## config.mk

```make
export PLATFORM = sky130hd
export DESIGN_NAME = fault_mask_clear_signaling
export DESIGN_NICKNAME = d
export VERILOG_FILES = /design/src/common/fault_pkg.sv /design/src/logic/fault_mask_clear_signaling.sv
export VERILOG_INCLUDE_DIRS = /design/src /design/src/common
export SDC_FILE = /design/constraint.sdc
export NUM_CORES = 1
export LEC_CHECK = 0
export ABC_AREA = 0
export BUFFER_PORTS_ARGS = -buffer_cell sky130_fd_sc_hd__buf_2
export CAP_MARGIN = 20
export CORE_AREA = 2 2 154 156
export DETAILED_ROUTE_END_ITERATION = 7
export DIE_AREA = 0 0 156 158
export PLACE_DENSITY_LB_ADDON = 0.25
export SETUP_SLACK_MARGIN = 0.05
export SLEW_MARGIN = 0
export SYNTH_ARGS = -nofsm -noshare
export SYNTH_HDL_FRONTEND = slang
export SYNTH_SLANG_ARGS = --single-unit
```

## constraint.sdc

```tcl
create_clock -name hclk -period 3.85 [get_ports hclk]
set_clock_uncertainty 0.15 [all_clocks]
set_input_delay 1.155 -clock hclk [delete_from_list [all_inputs] [get_ports hclk]]
set_output_delay 1.155 -clock hclk [all_outputs]
set_load 0.01 [all_outputs]
```

## src/common/fault_cfg.svh

```systemverilog
// Offsets, field positions and reset values of the fault aggregation block.
// Included by the design and the testbench; definitions only.
`ifndef FAULT_CFG_SVH
`define FAULT_CFG_SVH

// Register byte offsets (one 32-bit word each)
`define OFS_MASK1 8'h00
`define OFS_MASK2 8'h04
`define OFS_CLR1 8'h08
`define OFS_CLR2 8'h0c
`define OFS_CFG 8'h10
`define OFS_SUMMARY 8'h14
`define OFS_FLAG0 8'h18
`define OFS_DETAIL0 8'h48
`define NUM_FLAG_REGS 12
`define NUM_DETAIL_REGS 10

// Reset values
`define RST_MASK1 8'h00
`define RST_MASK2 8'h00
`define RST_CFG 8'h00

// First mask/clear register bits
`define M1_PWR 0
`define M1_SYS 1
`define M1_COMP 2
`define M1_OV 3
`define M1_UV 4
`define M1_OT 5
`define M1_UT 6
`define M1_PROT 7
// Second mask/clear register bits
`define M2_COMM1 0
`define M2_COMM2 1
`define M2_HB 2
`define M2_TONE 3
`define M2_CHAIN 4
`define M2_NVM_DATA 5
`define M2_NVM_CRC 6

// Summary bits
`define S_PWR 0
`define S_SYS 1
`define S_OVUV 2
`define S_OTUT 3
`define S_COMM 4
`define S_NVM 5
`define S_COMP 6
`define S_PROT 7

// Device configuration bits
`define CFG_PIN_EN 0
`define CFG_EMBED_EN 1
`define CFG_BASE 2

// Flag register indices
`define F_PROT 0
`define F_UT 1
`define F_OT 2
`define F_UV 3
`define F_OV 4
`define F_COMP 5
`define F_SYS 6
`define F_PWR 7
`define F_NVM 8
`define F_HOST 9
`define F_CHAIN 10
`define F_TONE 11
// Bit of chain_tone_alarm_flags set by a received chain vote
`define B_CHAIN_DET 0
// Detail registers that hold a block location rather than sticky bits
`define D_NVM_SEC 8
`define D_NVM_DED 9

`endif

```

## src/common/fault_pkg.sv

```systemverilog
// Types of the fault aggregation block.
// Bank widths are written out here and match NUM_FLAG_REGS and NUM_DETAIL_REGS of fault_cfg.svh.
package fault_pkg;

	typedef enum logic [2:0] {
		BUS_IDLE = 3'b001,
		BUS_WR = 3'b010,
		BUS_RD = 3'b100
	} bus_phase_t;

	// Three status bits carried in a forwarded response frame header
	typedef struct packed {
		logic valid;
		logic [2:0] status;
	} frame_t;

	typedef logic [11:0][7:0] flag_bank_t;
	typedef logic [9:0][7:0] detail_bank_t;

	typedef struct packed {
		bus_phase_t phase;
		logic [7:0] addr;
		logic [7:0] mask1;
		logic [7:0] mask2;
		logic [7:0] cfg;
		logic [7:0] summary;
		flag_bank_t flags;
		detail_bank_t detail;
		logic vote;
		logic [31:0] rdata;
		logic ready;
		logic alarm_n;
		frame_t resp;
	} state_t;

endpackage

```

## src/logic/fault_mask_clear_signaling.sv

```systemverilog
// Fault flag latching, group masking/clearing, summary and chain alarm signalling.
// Assumes an AHB-Lite master on hclk; fault inputs and frame strobes are on hclk.
//
// Design decisions made here: the register addresses and the AHB-Lite register port.
`timescale 1ns/1ps
`default_nettype none
`include "fault_cfg.svh"

module fault_mask_clear_signaling (
	input wire logic hclk,
	input wire logic hresetn,
	input wire logic hsel,
	input wire logic [31:0] haddr,
	input wire logic [1:0] htrans,
	input wire logic hwrite,
	input wire logic [2:0] hsize,
	input wire logic [31:0] hwdata,
	input wire logic hready,
	output logic [31:0] hrdata,
	output logic hreadyout,
	output logic hresp,
	input wire fault_pkg::flag_bank_t fault_set,
	input wire fault_pkg::flag_bank_t fault_active,
	input wire logic [9:0] detail_load,
	input wire fault_pkg::detail_bank_t detail_value,
	input wire fault_pkg::frame_t resp_in,
	output fault_pkg::frame_t resp_out,
	output logic alarm_out_n
);

	fault_pkg::state_t st;
	fault_pkg::state_t nx;
	logic [7:0] clr1;
	logic [7:0] clr2;
	logic cfg_wr;
	logic vote_now;
	fault_pkg::flag_bank_t cvec;
	logic [9:0] dclr;
	logic hresp_reg;

	// One layout for mask and clear bits
	function automatic fault_pkg::flag_bank_t group_vec(input logic [7:0] r1,
		input logic [7:0] r2);
		fault_pkg::flag_bank_t v;
		v = '0;
		v[`F_PROT] = {8{r1[`M1_PROT]}};
		v[`F_UT] = {8{r1[`M1_UT]}};
		v[`F_OT] = {8{r1[`M1_OT]}};
		v[`F_UV] = {8{r1[`M1_UV]}};
		v[`F_OV] = {8{r1[`M1_OV]}};
		v[`F_COMP] = {8{r1[`M1_COMP]}};
		v[`F_SYS] = {8{r1[`M1_SYS]}};
		v[`F_PWR] = {8{r1[`M1_PWR]}};
		v[`F_NVM] = {{6{r2[`M2_NVM_DATA]}}, {2{r2[`M2_NVM_CRC]}}};
		v[`F_HOST] = {8{r2[`M2_COMM1]}};
		v[`F_CHAIN] = {8{r2[`M2_COMM2]}};
		v[`F_TONE] = {4'h0, r2[`M2_HB], r2[`M2_HB], r2[`M2_TONE], r2[`M2_CHAIN]};
		return v;
	endfunction

	// Detail registers follow the group of their parent flag register
	function automatic logic [9:0] detail_vec(input logic [7:0] r2);
		return {{2{r2[`M2_NVM_DATA]}}, {6{r2[`M2_COMM2]}}, {2{r2[`M2_COMM1]}}};
	endfunction

	// Summary bit fed by each flag register
	function automatic logic [2:0] sum_bit(input int i);
		case (i)
			`F_PROT: return 3'(`S_PROT);
			`F_UT, `F_OT: return 3'(`S_OTUT);
			`F_UV, `F_OV: return 3'(`S_OVUV);
			`F_COMP: return 3'(`S_COMP);
			`F_SYS: return 3'(`S_SYS);
			`F_PWR: return 3'(`S_PWR);
			`F_NVM: return 3'(`S_NVM);
			default: return 3'(`S_COMM);
		endcase
	endfunction

	// Write strobes decoded in the data phase
	always_comb begin
		clr1 = 8'h00;
		clr2 = 8'h00;
		cfg_wr = 1'b0;
		if (st.phase == fault_pkg::BUS_WR) begin
			if (st.addr == `OFS_CLR1) begin
				clr1 = hwdata[7:0];
			end
			if (st.addr == `OFS_CLR2) begin
				clr2 = hwdata[7:0];
			end
			cfg_wr = (st.addr == `OFS_CFG);
		end
	end

	assign cvec = group_vec(clr1, clr2);
	assign dclr = detail_vec(clr2);
	assign vote_now = st.cfg[`CFG_EMBED_EN] && resp_in.valid &&
		((resp_in.status[0] && resp_in.status[1]) || (resp_in.status[0] && resp_in.status[2]) ||
		(resp_in.status[1] && resp_in.status[2]));

	always_comb begin
		logic [7:0] ra;
		logic [7:0] fi;
		logic [7:0] di;
		fault_pkg::flag_bank_t mn;
		logic [9:0] dm;
		nx = st;
		ra = 8'h00;
		fi = 8'h00;
		di = 8'h00;
		mn = '0;
		dm = '0;
		// Data phase of a write
		if (st.phase == fault_pkg::BUS_WR) begin
			case (st.addr)
				`OFS_MASK1: nx.mask1 = hwdata[7:0];
				`OFS_MASK2: nx.mask2 = hwdata[7:0];
				`OFS_CFG: nx.cfg = hwdata[7:0];
				default: nx.cfg = st.cfg;
			endcase
			nx.phase = fault_pkg::BUS_IDLE;
		end
		// Read data produced one cycle after the address phase
		if (st.phase == fault_pkg::BUS_RD) begin
			ra = st.addr;
			fi = 8'(ra - `OFS_FLAG0) >> 2;
			di = 8'(ra - `OFS_DETAIL0) >> 2;
			nx.rdata = 32'h0000_0000;
			if (ra == `OFS_MASK1) begin
				nx.rdata[7:0] = st.mask1;
			end else if (ra == `OFS_MASK2) begin
				nx.rdata[7:0] = st.mask2;
			end else if (ra == `OFS_CFG) begin
				nx.rdata[7:0] = st.cfg;
			end else if (ra == `OFS_SUMMARY) begin
				nx.rdata[7:0] = st.summary;
			end else if (ra >= `OFS_FLAG0 && fi < 8'(`NUM_FLAG_REGS)) begin
				nx.rdata[7:0] = st.flags[fi[3:0]];
			end else if (ra >= `OFS_DETAIL0 && di < 8'(`NUM_DETAIL_REGS)) begin
				nx.rdata[7:0] = st.detail[di[3:0]];
			end
			nx.ready = 1'b1;
			nx.phase = fault_pkg::BUS_IDLE;
		end
		// Address phase; reads insert one wait state so earlier writes are seen
		if (st.ready && hready && hsel && htrans[1]) begin
			nx.addr = {haddr[7:2], 2'b00};
			if (hwrite) begin
				nx.phase = fault_pkg::BUS_WR;
			end else begin
				nx.phase = fault_pkg::BUS_RD;
				nx.ready = 1'b0;
			end
		end
		// Sticky flags: set and live condition win over clear
		for (int i = 0; i < `NUM_FLAG_REGS; i++) begin
			nx.flags[i] = (st.flags[i] & ~cvec[i]) | fault_set[i];
			nx.flags[i] = nx.flags[i] | (st.flags[i] & fault_active[i]);
		end
		if (vote_now) begin
			nx.flags[`F_TONE][`B_CHAIN_DET] = 1'b1;
		end
		// Unused upper bits of the tone register never latch
		nx.flags[`F_TONE][7:4] = 4'h0;
		for (int j = 0; j < `NUM_DETAIL_REGS; j++) begin
			if (dclr[j]) begin
				nx.detail[j] = 8'h00;
			end
			if (detail_load[j]) begin
				if (j == `D_NVM_SEC || j == `D_NVM_DED) begin
					nx.detail[j] = detail_value[j];
				end else begin
					nx.detail[j] = (dclr[j] ? 8'h00 : st.detail[j]) | detail_value[j];
				end
			end
		end
		// Summary: OR of unmasked flags per group, masks as written this cycle
		mn = group_vec(nx.mask1, nx.mask2);
		dm = detail_vec(nx.mask2);
		nx.summary = 8'h00;
		for (int i = 0; i < `NUM_FLAG_REGS; i++) begin
			if (|(nx.flags[i] & ~mn[i])) begin
				nx.summary[sum_bit(i)] = 1'b1;
			end
		end
		for (int j = 0; j < `NUM_DETAIL_REGS; j++) begin
			if ((nx.detail[j] != 8'h00) && !dm[j]) begin
				if (j == `D_NVM_SEC || j == `D_NVM_DED) begin
					nx.summary[`S_NVM] = 1'b1;
				end else begin
					nx.summary[`S_COMM] = 1'b1;
				end
			end
		end
		// Base keeps the vote of the latest received frame
		if (resp_in.valid) begin
			nx.vote = vote_now;
		end
		// Forwarded frame carries this device's fault state
		nx.resp.valid = resp_in.valid;
		nx.resp.status = resp_in.status;
		if (st.cfg[`CFG_EMBED_EN]) begin
			nx.resp.status = resp_in.status | {3{|st.summary}};
		end
		nx.alarm_n = !(nx.cfg[`CFG_PIN_EN] &&
			(|nx.summary || (nx.cfg[`CFG_BASE] && nx.vote)));
	end

	always_ff @(posedge hclk or negedge hresetn) begin
		if (!hresetn) begin
			st <= '{phase: fault_pkg::BUS_IDLE, addr: 8'h00, mask1: `RST_MASK1,
				mask2: `RST_MASK2, cfg: `RST_CFG, summary: 8'h00, flags: '0,
				detail: '0, vote: 1'b0, rdata: 32'h0000_0000, ready: 1'b1,
				alarm_n: 1'b1, resp: '0};
			hresp_reg <= 1'b0;
		end else begin
			st <= nx;
			hresp_reg <= 1'b0;
		end
	end

	assign hrdata = st.rdata;
	assign hreadyout = st.ready;
	assign hresp = hresp_reg;
	assign resp_out = st.resp;
	assign alarm_out_n = st.alarm_n;
endmodule
`default_nettype wire

```

==> impl_metrics.toml, run 1 <==
[critical_path]
rrSetupSlack_ps = 470
worstPathMaxFanout = 34
worstPathArrival_ps = 3680
cp_slowest_stage_delay_ps = 560
critPathSlowestCell = "or4_1"
rr_endpoint = "alarm_out_n$_DFF_PN1_"
r2r_start = "st[252]$_DFFE_PN0P_"
crit_path_start_kind = "register"
worstPathCellList = "nor4_4 > and2_4 > a31oi_1 > nor4_1 > a21oi_1 > or4_1 > o31ai_2"
required_ps = 4150
path_class = "register to register"
endpoint_kind = "register"
r2r_cells = 7

[floorplan]
die_x_um = 156
initial_core_util = 0.5011
rows = 56
die_y_um = 158
io_pins = 399
die_area_um2 = 24650
core_area_um2 = 23050

[drt]
dr.pass1.iters = 7
vias_per_cell = 6.190
drc = 0
avgRoutedWirePerCell_um = 22.73
drt_iter0_markers = 883
vias = 10319
drtAntennaViolNets = 0
finalWirelength_um = 37900

[placement]
io_buffers = 311
dpl_cell_area_um2 = 13210
hpwlAfterDp_um = 28970
post-place-ws_ps = 288.4
gp_congestion = 0.9404

[clock_network]
h-tree-depth = 1
cts_root_buf = "clkbuf_16"
cts_hold_buffers = 0
cts_resized = 0
clk_pin_slew_ps = 60
clockBufferDepth = 3
cts_tree = "yes"
clock-sinks = 228
cts_buffers = 25
cts_setup_buffers = 0
clkLatencyLatePin_ps = 530

[synthesis]
synth-async-reset-ratio = 1.000
yosys.area.top_type = "dfrtp_1"
syn-instance-count = 1077
synth_warnings = 0
syn_area_per_cell_um2 = 10.73
synth_area_leaders = "dfrtp_1 (49%), mux4_2 (7.0%), nor2_1 (5.9%), a22o_1 (5.6%), a41oi_1 (3.6%)"
synth-main-ff-cell = "dfrtp_1"
yosysSeqAreaShare = 0.4942
synth-edff-count = 0
ys_ff_latch = 228
synth_top_cell_area_share = 0.4874
netlist_area_um2 = 11550
ys_types = 62

[timing]
setup_viol = 0
maxSlewHeadroom = 0.4064
worst_slack_ps = 474.7
hold_viol = 0
tns_ps = 0
finalCritPeriodShare = 0.8767
rsz0062_at_grt = "no"
fin_crit_ps = 3375
tightest_slew_ps = 885.0
slew_viol_final = 0
max_freq_mhz = 296.3

[global_routing]
grt_pass1_wl_um = 57420
grt_pass1_vias = 9910
grt_usage = 0.3081
grt_max_degree = 92
grt_overflow = 0
antenna_found_initial = 1

[hold_path]
hold_start = "st[38]$_DFF_PN0_"
worstHoldEndpoint = "st[38]$_DFF_PN0_"
min_path_type = "register to register"
hold_depth = 1

[cells_and_area]
layout-drive-gt1-share = 0.3258
final_common_cell = "buf_2"
nNetsFinal = 1719
final_area_um2 = 14100
nFillCells = 1957
multi_input_area_um2 = 5294
seq_area_um2 = 5714
final_cell_mix = "buf_2 (310), dfrtp_1 (223), nor2_1 (182), a22o_1 (74), nor4_1 (53)"
areaGrowthSynthToFinish_pct = 22.06

[power_and_ir_drop]
ir_drop_v = 0.0002889
power.leakage_nw = 5.720
p_per_area_nw_per_um2 = 385.2
total_power_mw = 5.431

[status]
status = "finished clean"

[run]
maxCapViolCount = 0
worst max path at each step:
stage | depth (start not counted) | to | slack [ps] | from
2_1_floorplan | 12 | hrdata[0]$_DFFE_PN0P_ | 640 | st[250]$_DFFE_PN0P_
3_3_place_gp | 8 | alarm_out_n$_DFF_PN1_ | 370 | hwdata[3]
3_5_place_dp | 7 | alarm_out_n$_DFF_PN1_ | 290 | hwdata[7]
4_1_cts | 7 | alarm_out_n$_DFF_PN1_ | 550 | st[252]$_DFFE_PN0P_
5_1_grt | 9 | hrdata[5]$_DFFE_PN0P_ | 300 | st[251]$_DFFE_PN0P_
6_report | 7 | alarm_out_n$_DFF_PN1_ | 470 | st[252]$_DFFE_PN0P_
cell type report:
class / instances / share of cell area
antenna: 2 / 0.0003549
clock inverter: 9 / 0.01056
clock buffer: 36 / 0.05226
multi-input combinational: 757 / 0.3754
tap: 290 / 0.02573
sequential: 228 / 0.4052
inverter: 12 / 0.003194
timing repair buffer: 333 / 0.1272
report_power, final:
group / switching (mW) / total [mW] / internal, mW
Sequential: 0.0266 / 2.46 / 2.43
Combinational: 0.235 / 0.402 / 0.168
Clock: 0.978 / 2.57 / 1.59
per-stage QoR:
stage          utilization  cells  hold WS (ps)
4_1_cts             0.6115   1665         361.6
2_1_floorplan            -   1101         300.1
3_5_place_dp        0.5731   1620         348.2
5_1_grt             0.6116   1666         369.7
3_3_place_gp        0.5731   1620         337.1
6_report            0.6117   1667         362.2
layer usage:
layer,part of all wire,wire length (µm),vias to the layer above,GRT usage
met5,0,0,-,0
met4,0.019,737,0,0.07514
met3,0.087,3283,54,0.05502
met2,0.48,18060,584,0.4966
met1,0.42,15820,5064,0.4378
li1,-,-,4617,-
flip-flops by register name, indices dropped and copies added, names as in the netlist:
register,cells
hreadyout,1
st,214
alarm_out_n,1
hrdata,8
resp_out,4
cells in the mapped netlist (2+ instances only):
cell type,count
nand3_1,17
nand2b_1,7
a22oi_1,9
mux4_2,36
mux2_2,25
o31ai_1,3
o21ai_1,2
o21ai_0,28
buf_4,44
mux2i_1,33
clkbuf_1,23
a22o_1,74
a221oi_1,8
dfrtp_1,225
dfstp_2,3
nor2b_1,11
nor3_1,19
o21a_1,2
nor3b_1,3
a31o_2,2
a211oi_1,3
ha_1,2
a21oi_1,32
and4_1,2
or4_1,4
buf_6,3
nand2_1,43
and2_1,5
o22ai_1,17
buf_2,19
a41oi_1,48
inv_1,12
xor2_1,3
a31oi_1,28
nor2_1,182
buf_1,14
nor4_1,53
nand4_1,9
critical path, delay by kind of cell, from the launching register on:
family	cells	cell delay, ps
and+or+nand+nor	4	2000
AOI/OAI and AO/OA	3	610
DFF	1	530
cell families after synthesis:
group,count (synthesis),share of synthesized area
and+or+nand+nor,366,0.1508
DFF,228,0.4942
xor gates and xnor gates,3,0.002275
adders and majority gates,3,0.003032
muxes,94,0.1231
AOI/OAI and AO/OA,266,0.1702
other,1,0.0003246
buffers and inverters,116,0.05610
Note: power is estimated with default switching activity, not from simulation.
==> run 2: changes to the inputs <==
--- a/config.mk
+++ b/config.mk
@@ -12,7 +12,7 @@
 export CORE_AREA = 2 2 154 156
 export DETAILED_ROUTE_END_ITERATION = 7
 export DIE_AREA = 0 0 156 158
-export PLACE_DENSITY_LB_ADDON = 0.25
+export PLACE_DENSITY = 0.88
 export SETUP_SLACK_MARGIN = 0.05
 export SLEW_MARGIN = 0
 export SYNTH_ARGS = -nofsm -noshare
==> impl_metrics.toml, run 2 (synthesis gave the netlist of run 1 again) <==
[critical_path]
worstPathCellList = "buf_4 > inv_1 > ha_1 > nor2b_1 > o31ai_1 > o21ai_0 > o21ai_1 > a211oi_2 > a221oi_1 > nor2_1"
rrSetupSlack_ps = 470
path_class = "register to register"
path_buf_inv = 2
cp_top_family = "compound AO/OA/AOI/OAI gates"
worstPathMaxFanout = 20
cp_slowest_stage_delay_ps = 540
worstPathArrival_ps = 3630
rr_endpoint = "hrdata[5]$_DFFE_PN0P_"
required_ps = 4110
r2r_start = "st[250]$_DFFE_PN0P_"
critPathSlowestCell = "ha_1"
crit_path_start_kind = "register"
endpoint_kind = "register"
r2r_cells = 10

[hold_path]
worstHoldEndpoint = "st[229]$_DFFE_PN0P_"
hold_start = "st[229]$_DFFE_PN0P_"
min_path_type = "register to register"
hold_depth = 1

[clock_network]
clock-sinks = 228
cts_resized = 0
h-tree-depth = 1
cts_hold_buffers = 0
clkLatencyLatePin_ps = 540
cts_root_buf = "clkbuf_16"
cts_tree = "yes"
clockBufferDepth = 3
cts_setup_buffers = 0
cts_buffers = 25
clk_pin_slew_ps = 60

[cells_and_area]
final_common_cell = "buf_2"
layout-drive-gt1-share = 0.3232
layout.cells.non_filler = 1675
nFillCells = 1779
largest_reg_flops = 214
areaGrowthSynthToFinish_pct = 21.40
final_cell_mix = "buf_2 (310), dfrtp_1 (223), nor2_1 (182), a22o_1 (74), nor4_1 (53)"
largest-register = "st"
nNetsFinal = 1723

[placement]
post-place-cells = 1624
io_buffers = 311
hpwlAfterDp_um = 29860
gp_congestion = 0.9620

[status]
status = "finished clean"

[global_routing]
antenna_found_initial = 4
grt_overflow = 0
grt_pass1_wl_um = 58770
grt_usage = 0.3135
grt_pass1_vias = 10319
grt_max_degree = 88

[drt]
vias = 10644
drtAntennaViolNets = 0
finalWirelength_um = 39100
dr.pass1.iters = 5
avgRoutedWirePerCell_um = 23.34
drt_iter0_markers = 1449
vias_per_cell = 6.355
drc = 0

[floorplan]
core_area_um2 = 23050
initial_core_util = 0.5011
io_pins = 399
rows = 56
die_x_um = 156
die_area_um2 = 24650
die_y_um = 158

[timing]
tightest_slew_ps = 736.8
rsz0062_at_grt = "no"
fin_crit_ps = 3375
maxSlewHeadroom = 0.5072
slew_viol_final = 0
max_freq_mhz = 296.3
finalCritPeriodShare = 0.8767
tns_ps = 0
hold_viol = 0
setup_viol = 0

[power_and_ir_drop]
p_per_area_nw_per_um2 = 369.3
ir_drop_v = 0.0002780
power.leakage_nw = 5.675
total_power_mw = 5.180

[run]
maxCapViolCount = 0
-- run 2: metal layers --
metal	up-vias	routed length, µm	track usage
li1	4631	-	-
met1	5127	15450	0.4301
met2	760	18230	0.4956
met3	126	3654	0.05037
met4	0	1763	0.1424
met5	-	0	0
-- run 2: where the power goes --
group / internal [mW] / leakage, nW / switching (mW)
registers: 2.43 / 2.23 / 0.0254
clock network: 1.32 / 0.377 / 0.988
logic: 0.170 / 3.07 / 0.241
-- run 2: cell type report --
cell class,instances,area (µm²),area share
clock inverter,7,81.33,0.005799
tap,290,362.8,0.02587
clock buffer,39,698.2,0.04978
antenna,5,12.51,0.0008921
timing repair buffer,337,1812,0.1292
multi-input combinational,757,5299,0.3778
sequential,228,5714,0.4074
inverter,12,45.04,0.003212
-- run 2: through the flow --
step,setup WS (ps),hold slack (ps),utilization,area [µm²]
3_3_place_gp,361.9,338.6,0.5738,13230
2_1_floorplan,641.1,300.1,-,11640
3_5_place_dp,294.3,344.1,0.5738,13230
4_1_cts,343.9,357.4,0.6076,14010
6_report,474.6,362.3,0.6084,14020
5_1_grt,219.1,363.8,0.6083,14020
-- run 2: how the worst max path moves through the flow --
stage / startpoint / to / slack, ps / cells after the start
after global routing: st[250]$_DFFE_PN0P_ / hrdata[5]$_DFFE_PN0P_ / 220 / 10
after detailed placement: hwdata[0] / alarm_out_n$_DFF_PN1_ / 290 / 7
after CTS: st[250]$_DFFE_PN0P_ / hrdata[5]$_DFFE_PN0P_ / 340 / 10
final: st[250]$_DFFE_PN0P_ / hrdata[5]$_DFFE_PN0P_ / 470 / 10
after global placement: hwdata[2] / alarm_out_n$_DFF_PN1_ / 360 / 7
after floorplan: st[250]$_DFFE_PN0P_ / hrdata[0]$_DFFE_PN0P_ / 640 / 12
